`config.mk`:
```
export PLATFORM = sky130hd
export DESIGN_NAME = fsapc_config
export DESIGN_NICKNAME = d
export VERILOG_FILES = /design/src/logic/fsapc_pkg.sv /design/src/logic/fsapc_addr_map.sv /design/src/logic/fsapc_config.sv
export SDC_FILE = /design/constraint.sdc
export NUM_CORES = 1
export LEC_CHECK = 0
export BUFFER_PORTS_ARGS = -buffer_cell sky130_fd_sc_hd__buf_2
export CAP_MARGIN = 20
export CORE_MARGIN = 2
export CORE_UTILIZATION = 46
export CTS_CLUSTER_DIAMETER = 120
export CTS_CLUSTER_SIZE = 10
export DETAILED_ROUTE_END_ITERATION = 6
export HOLD_SLACK_MARGIN = 0.12
export MAX_ROUTING_LAYER = met4
export PLACE_DENSITY = 0.88
export SYNTH_ARGS = -nofsm -noshare
export SYNTH_HDL_FRONTEND = slang
export SYNTH_SLANG_ARGS = --single-unit
```
`constraint.sdc`:
```
create_clock -name clk -period 1.8 [get_ports clk]
set_input_delay 0.27 -clock clk [delete_from_list [all_inputs] [get_ports clk]]
set_output_delay 0.27 -clock clk [all_outputs]
set_load 0.02 [all_outputs]
```
`src/logic/fsapc_pkg.sv`:
```
package fsapc_pkg;

    // ------------------------------------------------------------
    // register selection on the command port
    // ------------------------------------------------------------
    typedef enum logic [1:0] {
        FSAPC_REG_SEGMENT  = 2'h0,
        FSAPC_REG_PROTOCOL = 2'h1,
        FSAPC_REG_FLAG     = 2'h2,
        FSAPC_REG_NONE     = 2'h3
    } fsapc_reg_t;

    // ------------------------------------------------------------
    // segment register layout
    // ------------------------------------------------------------
    localparam int          SEG_SEL_LSB     = 0;
    localparam int          SEG_SEL_W       = 2;
    localparam logic [7:0]  SEG_WRITE_MASK  = 8'h03;
    localparam int          SEG_ADDR_W      = 24;
    localparam int          DIE_ADDR_W      = 25;

    // ------------------------------------------------------------
    // protocol register layout and reset value
    // ------------------------------------------------------------
    localparam int          PROT_QUAD_BIT   = 7;
    localparam int          PROT_DUAL_BIT   = 6;
    localparam int          PROT_HOLD_BIT   = 4;
    localparam int          PROT_ACCEL_BIT  = 3;
    localparam int          PROT_DRV_LSB    = 0;
    localparam logic [7:0]  PROT_WRITE_MASK = 8'hDF;
    localparam logic [7:0]  PROT_RESET      = 8'hDF;
    localparam logic [2:0]  DRV_RSVD_A      = 3'h0;
    localparam logic [2:0]  DRV_RSVD_B      = 3'h4;
    localparam int          NVCFG_SEG_BIT   = 1;
    localparam int          FLAG_ADDR4_BIT  = 0;

    typedef enum logic [2:0] {
        FSAPC_PROT_EXT  = 3'b001,
        FSAPC_PROT_DUAL = 3'b010,
        FSAPC_PROT_QUAD = 3'b100
    } fsapc_prot_t;

    // ------------------------------------------------------------
    // command port request and array address answer
    // ------------------------------------------------------------
    typedef struct packed {
        logic       wrEn;
        logic       rdEn;
        fsapc_reg_t sel;
        logic [7:0] wdata;
    } fsapc_req_t;

    typedef struct packed {
        logic        valid;
        logic        isRead;
        logic        addr4;
        logic [31:0] addr;
    } fsapc_addr_t;

endpackage

```
`src/logic/fsapc_addr_map.sv`:
```
`timescale 1ns/1ps
module fsapc_addr_map (
    input  wire logic [1:0]  segSel,
    input  wire logic        addr4,
    input  wire logic        isRead,
    input  wire logic [31:0] hostAddr,
    output logic      [31:0] arrayAddr
);
    always_comb begin
        arrayAddr = 32'h0000_0000;
        if (addr4) begin
            arrayAddr = hostAddr;
        end else begin
            arrayAddr = {6'h00, segSel, hostAddr[fsapc_pkg::SEG_ADDR_W-1:0]};
            if (isRead) begin
                // read start lies in the chosen segment; wrap is done by the counter in the top
                arrayAddr[fsapc_pkg::DIE_ADDR_W-1:0] = {segSel[0], hostAddr[fsapc_pkg::SEG_ADDR_W-1:0]};
            end
        end
    end
endmodule

```
`src/logic/fsapc_config.sv`:
```
// Function
// - in 3-byte mode the segment register gives address byte 31:24
// - segment bits 1:0 choose one of four 128Mb segments, 00 lowest
// - 3-byte program and erase stay inside the chosen segment
// - reads start in the segment and wrap inside its 256Mb die
// - the segment value is not changed by a read crossing a segment
// - segment reset value comes from nonvolatile bit 1; write command changes it
// - 4-byte addressing ignores the segment register
// - protocol bit 7 low enables quad, high gives extended
// - protocol bit 6 low enables dual, high gives extended
// - both bits low selects quad over dual
// - a protocol change takes effect only after the register write
// - bit 4 high enables the hold/reset pin function
// - bit 3 low enables supply acceleration for quad fast program
// - protocol register read and write work in every protocol
// - flag bit 0 reports 3-byte (0) or 4-byte (1) addressing
`timescale 1ns/1ps
module fsapc_config (
    input  wire logic                  clk,
    input  wire logic                  rst,
    input  wire logic                  nvSegBit,
    input  wire logic                  addr4Mode,
    input  wire fsapc_pkg::fsapc_req_t req,
    input  wire logic                  addrStart,
    input  wire logic                  addrIsRead,
    input  wire logic [31:0]           hostAddr,
    input  wire logic                  readNext,
    output logic                       rdValid,
    output logic [7:0]                 rdData,
    output fsapc_pkg::fsapc_addr_t     arrayAddr,
    output fsapc_pkg::fsapc_prot_t     protocol,
    output logic                       holdResetEn,
    output logic                       accelEn,
    output logic [2:0]                 driveCode
);
    // ------------------------------------------------------------
    // input synchronisers for pin-level straps and mode
    // ------------------------------------------------------------
    logic [1:0] nvSync_r;
    logic [1:0] a4Sync_r;
    logic       strapDone_r;

    // no reset here: the strap must already be through both stages when reset
    // releases, since the segment default is caught on the first edge after it
    always_ff @(posedge clk) begin
        nvSync_r <= {nvSync_r[0], nvSegBit};
        a4Sync_r <= {a4Sync_r[0], addr4Mode};
    end

    // ------------------------------------------------------------
    // register state
    // ------------------------------------------------------------
    logic [7:0]             seg_r,  seg_nxt;
    logic [7:0]             prot_r, prot_nxt;
    logic                   strapDone_nxt;
    logic                   rdValid_r, rdValid_nxt;
    logic [7:0]             rdData_r,  rdData_nxt;
    fsapc_pkg::fsapc_prot_t protMode_r, protMode_nxt;

    function automatic fsapc_pkg::fsapc_prot_t decodeProt(input logic [7:0] v);
        if (!v[fsapc_pkg::PROT_QUAD_BIT]) begin
            decodeProt = fsapc_pkg::FSAPC_PROT_QUAD;
        end else if (!v[fsapc_pkg::PROT_DUAL_BIT]) begin
            decodeProt = fsapc_pkg::FSAPC_PROT_DUAL;
        end else begin
            decodeProt = fsapc_pkg::FSAPC_PROT_EXT;
        end
    endfunction

    always_comb begin
        seg_nxt       = seg_r;
        prot_nxt      = prot_r;
        strapDone_nxt = 1'b1;
        rdValid_nxt   = 1'b0;
        rdData_nxt    = rdData_r;
        if (!strapDone_r) begin
            // catch the nonvolatile default once, after reset release
            seg_nxt = {6'h00, nvSync_r[1], 1'b0} & fsapc_pkg::SEG_WRITE_MASK;
        end else if (req.wrEn) begin
            unique case (req.sel)
                fsapc_pkg::FSAPC_REG_SEGMENT:  seg_nxt  = req.wdata & fsapc_pkg::SEG_WRITE_MASK;
                fsapc_pkg::FSAPC_REG_PROTOCOL: prot_nxt = req.wdata & fsapc_pkg::PROT_WRITE_MASK;
                default: ;
            endcase
        end
        if (req.rdEn) begin
            rdValid_nxt = 1'b1;
            unique case (req.sel)
                fsapc_pkg::FSAPC_REG_SEGMENT:  rdData_nxt = seg_r;
                fsapc_pkg::FSAPC_REG_PROTOCOL: rdData_nxt = prot_r;
                fsapc_pkg::FSAPC_REG_FLAG:     rdData_nxt = {7'h00, a4Sync_r[1]};
                default:                       rdData_nxt = 8'h00;
            endcase
        end
        // mode follows the register only once a write has completed
        protMode_nxt = decodeProt(prot_r);
    end

    always_ff @(posedge clk or posedge rst) begin
        if (rst) begin
            seg_r       <= 8'h00;
            prot_r      <= fsapc_pkg::PROT_RESET;
            strapDone_r <= 1'b0;
            rdValid_r   <= 1'b0;
            rdData_r    <= 8'h00;
            protMode_r  <= fsapc_pkg::FSAPC_PROT_EXT;
        end else begin
            seg_r       <= seg_nxt;
            prot_r      <= prot_nxt;
            strapDone_r <= strapDone_nxt;
            rdValid_r   <= rdValid_nxt;
            rdData_r    <= rdData_nxt;
            protMode_r  <= protMode_nxt;
        end
    end

    // ------------------------------------------------------------
    // array address generation with die wrap
    // ------------------------------------------------------------
    logic [31:0] mapped;
    logic [31:0] addr_r, addr_nxt;
    logic        aValid_r, aValid_nxt;
    logic        aRead_r,  aRead_nxt;
    logic        aA4_r,    aA4_nxt;

    fsapc_addr_map u_map (
        .segSel    (seg_r[fsapc_pkg::SEG_SEL_LSB +: fsapc_pkg::SEG_SEL_W]),
        .addr4     (a4Sync_r[1]),
        .isRead    (addrIsRead),
        .hostAddr  (hostAddr),
        .arrayAddr (mapped)
    );

    always_comb begin
        addr_nxt   = addr_r;
        aValid_nxt = 1'b0;
        aRead_nxt  = aRead_r;
        aA4_nxt    = aA4_r;
        if (addrStart) begin
            addr_nxt   = mapped;
            aValid_nxt = 1'b1;
            aRead_nxt  = addrIsRead;
            aA4_nxt    = a4Sync_r[1];
        end else if (readNext && aRead_r) begin
            aValid_nxt = 1'b1;
            if (aA4_r) begin
                addr_nxt = addr_r + 32'h0000_0001;
            end else begin
                // die offset wraps; die bit and segment register untouched
                addr_nxt = {addr_r[31:fsapc_pkg::DIE_ADDR_W],
                            addr_r[fsapc_pkg::DIE_ADDR_W-1:0] + 25'h000_0001};
            end
        end
    end

    always_ff @(posedge clk or posedge rst) begin
        if (rst) begin
            addr_r   <= 32'h0000_0000;
            aValid_r <= 1'b0;
            aRead_r  <= 1'b0;
            aA4_r    <= 1'b0;
        end else begin
            addr_r   <= addr_nxt;
            aValid_r <= aValid_nxt;
            aRead_r  <= aRead_nxt;
            aA4_r    <= aA4_nxt;
        end
    end

    // ------------------------------------------------------------
    // outputs, all from flip-flops
    // ------------------------------------------------------------
    assign rdValid         = rdValid_r;
    assign rdData          = rdData_r;
    assign arrayAddr       = '{valid: aValid_r, isRead: aRead_r, addr4: aA4_r, addr: addr_r};
    assign protocol        = protMode_r;
    assign holdResetEn     = prot_r[fsapc_pkg::PROT_HOLD_BIT];
    assign accelEn         = !prot_r[fsapc_pkg::PROT_ACCEL_BIT];
    assign driveCode       = prot_r[fsapc_pkg::PROT_DRV_LSB +: 3];
endmodule

```
==> reports/qor.yml, run 1 <==
timing:
  holdWs_ps: 134.9
  min_period_ps: 1684
  fin_skew_ps: 9.680
  clock.fmax_ghz: 0.5937
  maxSlewHeadroom: 0.6083
  worst_pin_slew_ps: 586.8
  final-hold-violation-count: 0
  fin_setup_tns_ps: 0
  post-route-period-util: 0.9357
  fin_ws_ps: 115.7
  slew_violations: 0
  rsz0062_at_grt: "yes"
  setup_violations: 0
floorplanning:
  core_area_um2: 6422
  fp-row-count: 29
  io_pins: 103
  fp.dieArea_um2: 7381
  initial_core_util: 0.4806
  die_w_um: 85.92
  die_h_um: 85.92
cts:
  cts-root-buf: "clkbuf_8"
  clock_sinks: 60
  clk_path_buf_depth: 2
  cts.clk_slew.worst_paths_ps: 80
  cts_inserted_buffers: 9
  insertion_delay_ps: 340
  cts_tree: "yes"
  h-tree-depth: 3
synthesis:
  avgSynthCellArea_um2: 9.830
  yosys-top-cells-area: "dfrtp_1 (39%), dfstp_2 (6.8%), nand2_1 (5.5%)"
  ys_async_sr_fraction: 0.9333
  netlist_area_um2: 3087
  ys.flop_type: "dfrtp_1"
  yosysTopAreaCell: "dfrtp_1"
  synth-seq-area-share: 0.4832
  synth_cell_types: 53
  synth_top_area_share: 0.3891
  synth_warnings: 0
  syn_nets: 366
  synth_cells: 314
  synth.ff_latch_count: 60
  synth_edf_count: 0
cells_and_area:
  nets: 485
  fin_area_um2: 3975
  area_delta_synth_final_pct: 28.78
  drive_gt1_frac: 0.3973
  antenna_cells: 0
setup_path:
  start_kind: "flip-flop"
  cp.required_ps: 2010
  cpPeakStageDelay_ps: 390
  cp_cell_sequence: "nand4_4, nor4_4, nand3_1, a221oi_1, o31ai_1"
  cp_max_fo: 4
  critical_path_class: "reg2reg"
  crit_slowest_cell: "dfrtp_1"
  path_buf_inv: 0
  crit_family: "simple AND/OR/NAND/NOR gates"
  end_kind: "flip-flop"
  worstPathArrival_ps: 1890
place:
  place_area_um2: 3744
  port-buffer-count: 100
  gp_congestion: 0.9222
  dpl.hpwl_um: 5880
  place_ws_ps: 44.01
detailed_routing:
  dr.first_iter.drc_count: 141
  drcViolationCount: 0
  vias: 2735
  ant_nets: 0
  wirelength_um: 7760
  drtPass1Iterations: 7
  avgViaCountPerCell: 5.311
  wl_per_cell_um: 15.07
global_routing:
  grt_first_pass_wirelength_um: 12630
  grt_pass1_vias: 2692
  antenna_found_initial: 0
  grtUsageTotal: 0.2276
  grt_max_degree: 50
  overflow: 0
power_and_ir_drop:
  peakVddDrop_uv: 590.7
  power.leakage_uw: 0.001840
  power_density_nw_per_um2: 897.6
status:
  outcome: "finished clean"
hold_path:
  hold_path_class: "in2reg"
flow_run:
  maxCapViolCount: 0
==> final cells by class <==
cell class	count	area, µm²
Fill cell	542	2447
Sequential cell	60	1494
Multi-Input combinational cell	222	1439
Timing Repair Buffer	126	718.2
Clock buffer	9	123.9
Tap cell	77	96.34
Inverter	14	52.55
Clock inverter	7	51.30
==> worst min-delay path: cells and delay by family <==
kind | cells | cell delay, ps
buffers and inverters | 1 | 70
AOI/OAI and AO/OA | 1 | 60
and+or+nand+nor | 1 | 40
==> routing by layer <==
layer | vias up | global-route usage | share of wire | wire (µm)
li1 | 1329 | - | - | -
met2 | 105 | 0.3622 | 0.49 | 3812
met3 | 19 | 0.05101 | 0.065 | 507
met4 | 0 | 0.1010 | 0.024 | 190
met5 | - | - | 0 | 0
met1 | 1282 | 0.2774 | 0.42 | 3250
==> cells by family (layout without fill, tap and decap cells) <==
| family | Yosys count | count (layout) | share of synthesized area |
|---|---|---|---|
| AND/OR/NAND/NOR | 126 | 126 | 0.2246 |
| multiplexers | 17 | 17 | 0.05918 |
| other | 2 | 2 | 0.002433 |
| flip-flops | 60 | 60 | 0.4832 |
| AO/OA/AOI/OAI | 50 | 50 | 0.09607 |
| buffers and inverters | 32 | 156 | 0.05675 |
| adder cells (fa/ha/maj) | 1 | 1 | 0.004053 |
| XOR/XNOR | 26 | 26 | 0.07377 |
==> per-stage QoR <==
stage | util | power [µW] | cells
after detailed placement | 0.5829 | 2499 | 495
after floorplan | - | 2187 | 314
after CTS | 0.6164 | 3589 | 515
final | 0.6189 | 3568 | 515
after global routing | 0.6189 | 3738 | 515
after global placement | 0.5829 | 2461 | 495
==> synthesized netlist by cell type, types with 2 or more instances <==
master	n
dfrtp_1	48
nand2_1	45
o21ai_0	20
nand4_1	17
nand3_1	16
nor2_1	16
xor2_1	15
inv_1	14
xnor2_1	11
mux2_2	10
clkbuf_1	8
dfstp_2	8
a21oi_1	7
buf_4	7
mux2i_1	7
o22ai_1	5
and3_1	4
dfxtp_1	4
o21ai_1	4
nor2b_1	3
nor3_1	3
a21o_1	2
a31oi_1	2
and2_1	2
and4_1	2
clkbuf_8	2
conb_1	2
nor3_2	2
nor4_1	2
o31ai_1	2
or2_2	2
==> sequential cells by signal (all words and copies together) (netlist names) <==
register and flops:
aRead_r 1, seg_r 2, aA4_r 1, prot_r 7, strapDone_r 1, protocol 3
rdData 7, a4Sync_r 2, aValid_r 1, nvSync_r 2, rdValid 1, addr_r 32
==> power by group <==
part	switching [µW]	internal (µW)	total, µW
Combinational	472	331	803
Sequential	151	1530	1680
Clock	579	505	1080
Total	1200	2370	3570
==> cell usage in the layout, fill, tap and decap left out, types with 5 or more instances in the layout <==
master | synthesis | final
a21oi_1 | 7 | 7
buf_2 | 0 | 100
buf_4 | 7 | 21
clkbuf_8 | 2 | 9
dfrtp_1 | 48 | 46
dfstp_2 | 8 | 8
inv_1 | 14 | 13
mux2_2 | 10 | 10
mux2i_1 | 7 | 7
nand2_1 | 45 | 45
nand3_1 | 16 | 16
nand4_1 | 17 | 17
nor2_1 | 16 | 15
o21ai_0 | 20 | 20
o22ai_1 | 5 | 5
xnor2_1 | 11 | 11
xor2_1 | 15 | 15
==> worst paths after layout <==
path,startpoint,to,slack [ps],cells after the start
min reg2reg,nvSync_r[0]$_DFF_P_,nvSync_r[1]$_DFF_P_,330,0
min in group asynchronous,rst,addr_r[3]$_DFFE_PP0P_,530,3
max,addr_r[6]$_DFFE_PP0P_,addr_r[31]$_DFFE_PP0P_,120,5
max in group asynchronous,rst,addr_r[18]$_DFFE_PP0P_,610,4
min,hostAddr[8],addr_r[8]$_DFFE_PP0P_,130,3
max reg2reg,addr_r[6]$_DFFE_PP0P_,addr_r[31]$_DFFE_PP0P_,120,5
==> repair_timing <==
item / 4_1_cts / 5_1_grt
endpoints found under the hold margin: 21 / 0
gates resized for setup: 0 / 4
endpoints found under the setup margin: 0 / 9
hold buffers: 4 / 0
setup buffers: 0 / 0
(Power assumes the default switching activity.)
==> run 2, diff against run 1 <==
Settings changed: CORE_UTILIZATION 46 to 47, CTS_BUF_LIST set to sky130_fd_sc_hd__clkbuf_4 sky130_fd_sc_hd__clkbuf_8, PLACE_DENSITY 0.88 to 0.89.
==> run 2 against run 1 <==
First-iteration DRC count is 53% higher. Non-clock buffer count shrank 3. Critical path depth unchanged. Final cell count fell by 0.58%. Total power up 16%. Critical path type unchanged. Largest cell class unchanged. Largest power group unchanged. Highest routed layer unchanged.
==> reports/qor.yml, run 2 (synthesized netlist as in run 1, its figures left out) <==
power_and_ir_drop:
  p_comb_frac: 0.193  # -0.032
  seq_power_share: 0.408  # -0.063
  power_density_nw_per_um2: 1019  # +14%
  peakVddDrop_uv: 552.5  # -6.5%
  total_power_uw: 4139  # +16%
  clkPwrFrac: 0.399  # +0.095
  p_sw_uw: 1185  # -1.4%
  power.leakage_uw: 0.001874  # +1.8%
  intPower_uw: 2954  # +25%
  netSwitchingFraction: 0.2864  # -0.05056
cells_and_area:
  largest_reg_flops: 32  # unchanged
  most-common-layout-cells: "buf_2 (100), nand2_1 (45), dfrtp_1 (45)"
  multi_input_area_um2: 1451  # +0.87%
  area_delta_synth_final_pct: 31.58
  antenna_cells: 0  # unchanged
  n_fill_cell: 514  # -5.2%
  largest-register: "addr_r"
  nets: 482  # -0.62%
  layout.cells.non_filler: 512  # -0.58%
  drive_gt1_frac: 0.4023  # +0.005039
  final_common_cell: "buf_2"
  postLayoutCoreUtil: 0.6396  # +0.02067
  ff_latch_area_um2: 1495  # about the same
status:
  outcome: "finished clean"
timing:
  final-hold-violation-count: 0  # unchanged
  setup_violations: 0  # unchanged
  rsz0062_at_grt: "no"
  min_period_ps: 1767  # +82.25 ps
  fin_ws_ps: 33.42  # -82.25 ps
  post-route-period-util: 0.9814  # +0.04570
  fin_setup_tns_ps: 0  # unchanged
  slew_violations: 0  # unchanged
  fin_skew_ps: 8.014  # -1.666 ps
  clock.fmax_ghz: 0.5661  # -4.7%
detailed_routing:
  ant_nets: 0  # unchanged
  wl_per_cell_um: 15.58  # +3.4%
  dr.first_iter.drc_count: 216  # +53%
  drtPass1Iterations: 5  # -2
  wirelength_um: 7978  # +2.8%
  vias: 2802  # +2.4%
  avgViaCountPerCell: 5.473  # +3.1%
  drcViolationCount: 0  # unchanged
setup_path:
  cp_max_fo: 6  # +2
  crit-reg2reg-launch: "addr_r[15]$_DFFE_PP0P_"
  worstPathArrival_ps: 1970  # +80 ps
  cp.required_ps: 2010  # about the same
  end_kind: "flip-flop"
  crit_slowest_cell: "dfrtp_1"
  r2r_slack_ps: 30  # -80 ps
  start_kind: "flip-flop"
  ff2ff_path_depth: 5  # unchanged
  r2r_end: "addr_r[31]$_DFFE_PP0P_"
  cp_cell_sequence: "nand2_1, nor4_4, nand3_1, a221oi_1, o31ai_1"
  path_buf_inv: 0  # unchanged
  critical_path_class: "reg2reg"
  crit_family: "simple AND/OR/NAND/NOR gates"
  cpPeakStageDelay_ps: 450  # +60 ps
global_routing:
  grt_first_pass_wirelength_um: 13080  # +3.6%
  antenna_found_initial: 0  # unchanged
  overflow: 0  # unchanged
  grt_max_degree: 36  # -28%
  grtUsageTotal: 0.2369  # +0.009284
  grt_pass1_vias: 2707  # +0.56%
place:
  placed_cells: 493  # -0.40%
  port-buffer-count: 100  # unchanged
  gp_congestion: 0.9251  # +0.31%
  place_ws_ps: 47.20  # +3.190 ps
  dpl.hpwl_um: 5845  # -0.59%
flow_run:
  maxCapViolCount: 0  # unchanged
hold_path:
  hold_path_class: "in2reg"
  holdPathEnd: "addr_r[18]$_DFFE_PP0P_"
  hold_path.startpoint: "hostAddr[18]"
  whs_path_depth: 3  # unchanged
cts:
  cts-root-buf: "clkbuf_8"
  h-tree-depth: 3  # unchanged
  insertion_delay_ps: 340  # about the same
  cts.clk_slew.worst_paths_ps: 70  # about the same
  cts_inserted_buffers: 9  # unchanged
  clock_sinks: 60  # unchanged
  cts_tree: "yes"
  clk_path_buf_depth: 2  # unchanged
floorplanning:
  fp-row-count: 29  # unchanged
  initial_core_util: 0.4861  # +0.005493
  io_pins: 103  # unchanged
  die_w_um: 85.04  # -1.0%
  core_area_um2: 6350  # -1.1%
  fp.dieArea_um2: 7232  # -2.0%
  die_h_um: 85.04  # -1.0%
==> run 2: cell types whose count changed in the layout (fill, tap and decap cells not counted), sizes merged <==
cell,change
dlygate4sd3,-1
clkbuf,+1
inv,-2
clkinv,-3
buf,-2
bufinv,+4
==> run 2: per-layer routing <==
layer  GRT usage  wire length [µm]  up-vias
met5           -                 0        -
met4      0.1068               235        0
met3     0.05642               481       23
met2      0.3714              3983      115
met1      0.2911              3277     1328
li1            -                 -     1336
==> run 2: through the flow <==
step | hold WS, ps | area, µm²
global route | 138.1 | 4061
floorplan | 297.7 | 3092
finish | 131.6 | 4061
CTS | 122.6 | 4040
detailed placement | 319.2 | 3729
global placement | 302.0 | 3729
==> run 2: power groups by stage <==
stage	logic, µW	clock network (µW)	registers, µW
5_1_grt	868	1740	1710
3_5_place_dp	789	0	1700
4_1_cts	802	1680	1680
3_3_place_gp	763	0	1690
2_1_floorplan	358	0	1830
6_report	799	1650	1690
==> run 2: worst min-delay path, cell delays in order <==
cell	delay, ps
buf_2	70
nand2_1	40
o21ai_0	50
==> run 2: cell type report <==
class / count / area share
multi-input cells: 222 / 0.3574
repair buffers: 123 / 0.1707
flip-flops and latches: 60 / 0.3681
clock buffers: 10 / 0.03389
clock inverters: 6 / 0.03327
inverters: 14 / 0.01294
well taps: 77 / 0.02372
==> run 2: worst max path at each step <==
stage	slack [ps]	depth (start not counted)	endpoint	from
finish	30	5	addr_r[31]$_DFFE_PP0P_	addr_r[15]$_DFFE_PP0P_
global route	6	5	addr_r[31]$_DFFE_PP0P_	addr_r[15]$_DFFE_PP0P_
CTS	60	5	addr_r[31]$_DFFE_PP0P_	addr_r[15]$_DFFE_PP0P_
detailed placement	50	5	addr_r[31]$_DFFE_PP0P_	addr_r[15]$_DFFE_PP0P_
global placement	120	5	addr_r[29]$_DFFE_PP0P_	addr_r[7]$_DFFE_PP0P_
floorplan	30	6	addr_r[24]$_DFFE_PP0P_	addr_r[0]$_DFFE_PP0P_
==> run 2: what timing repair did <==
item,CTS,global route
endpoints found under the hold margin,15,0
resized for setup,1,5
hold buffers,3,0
buffers inserted,0,0
setup endpoints to repair,1,6
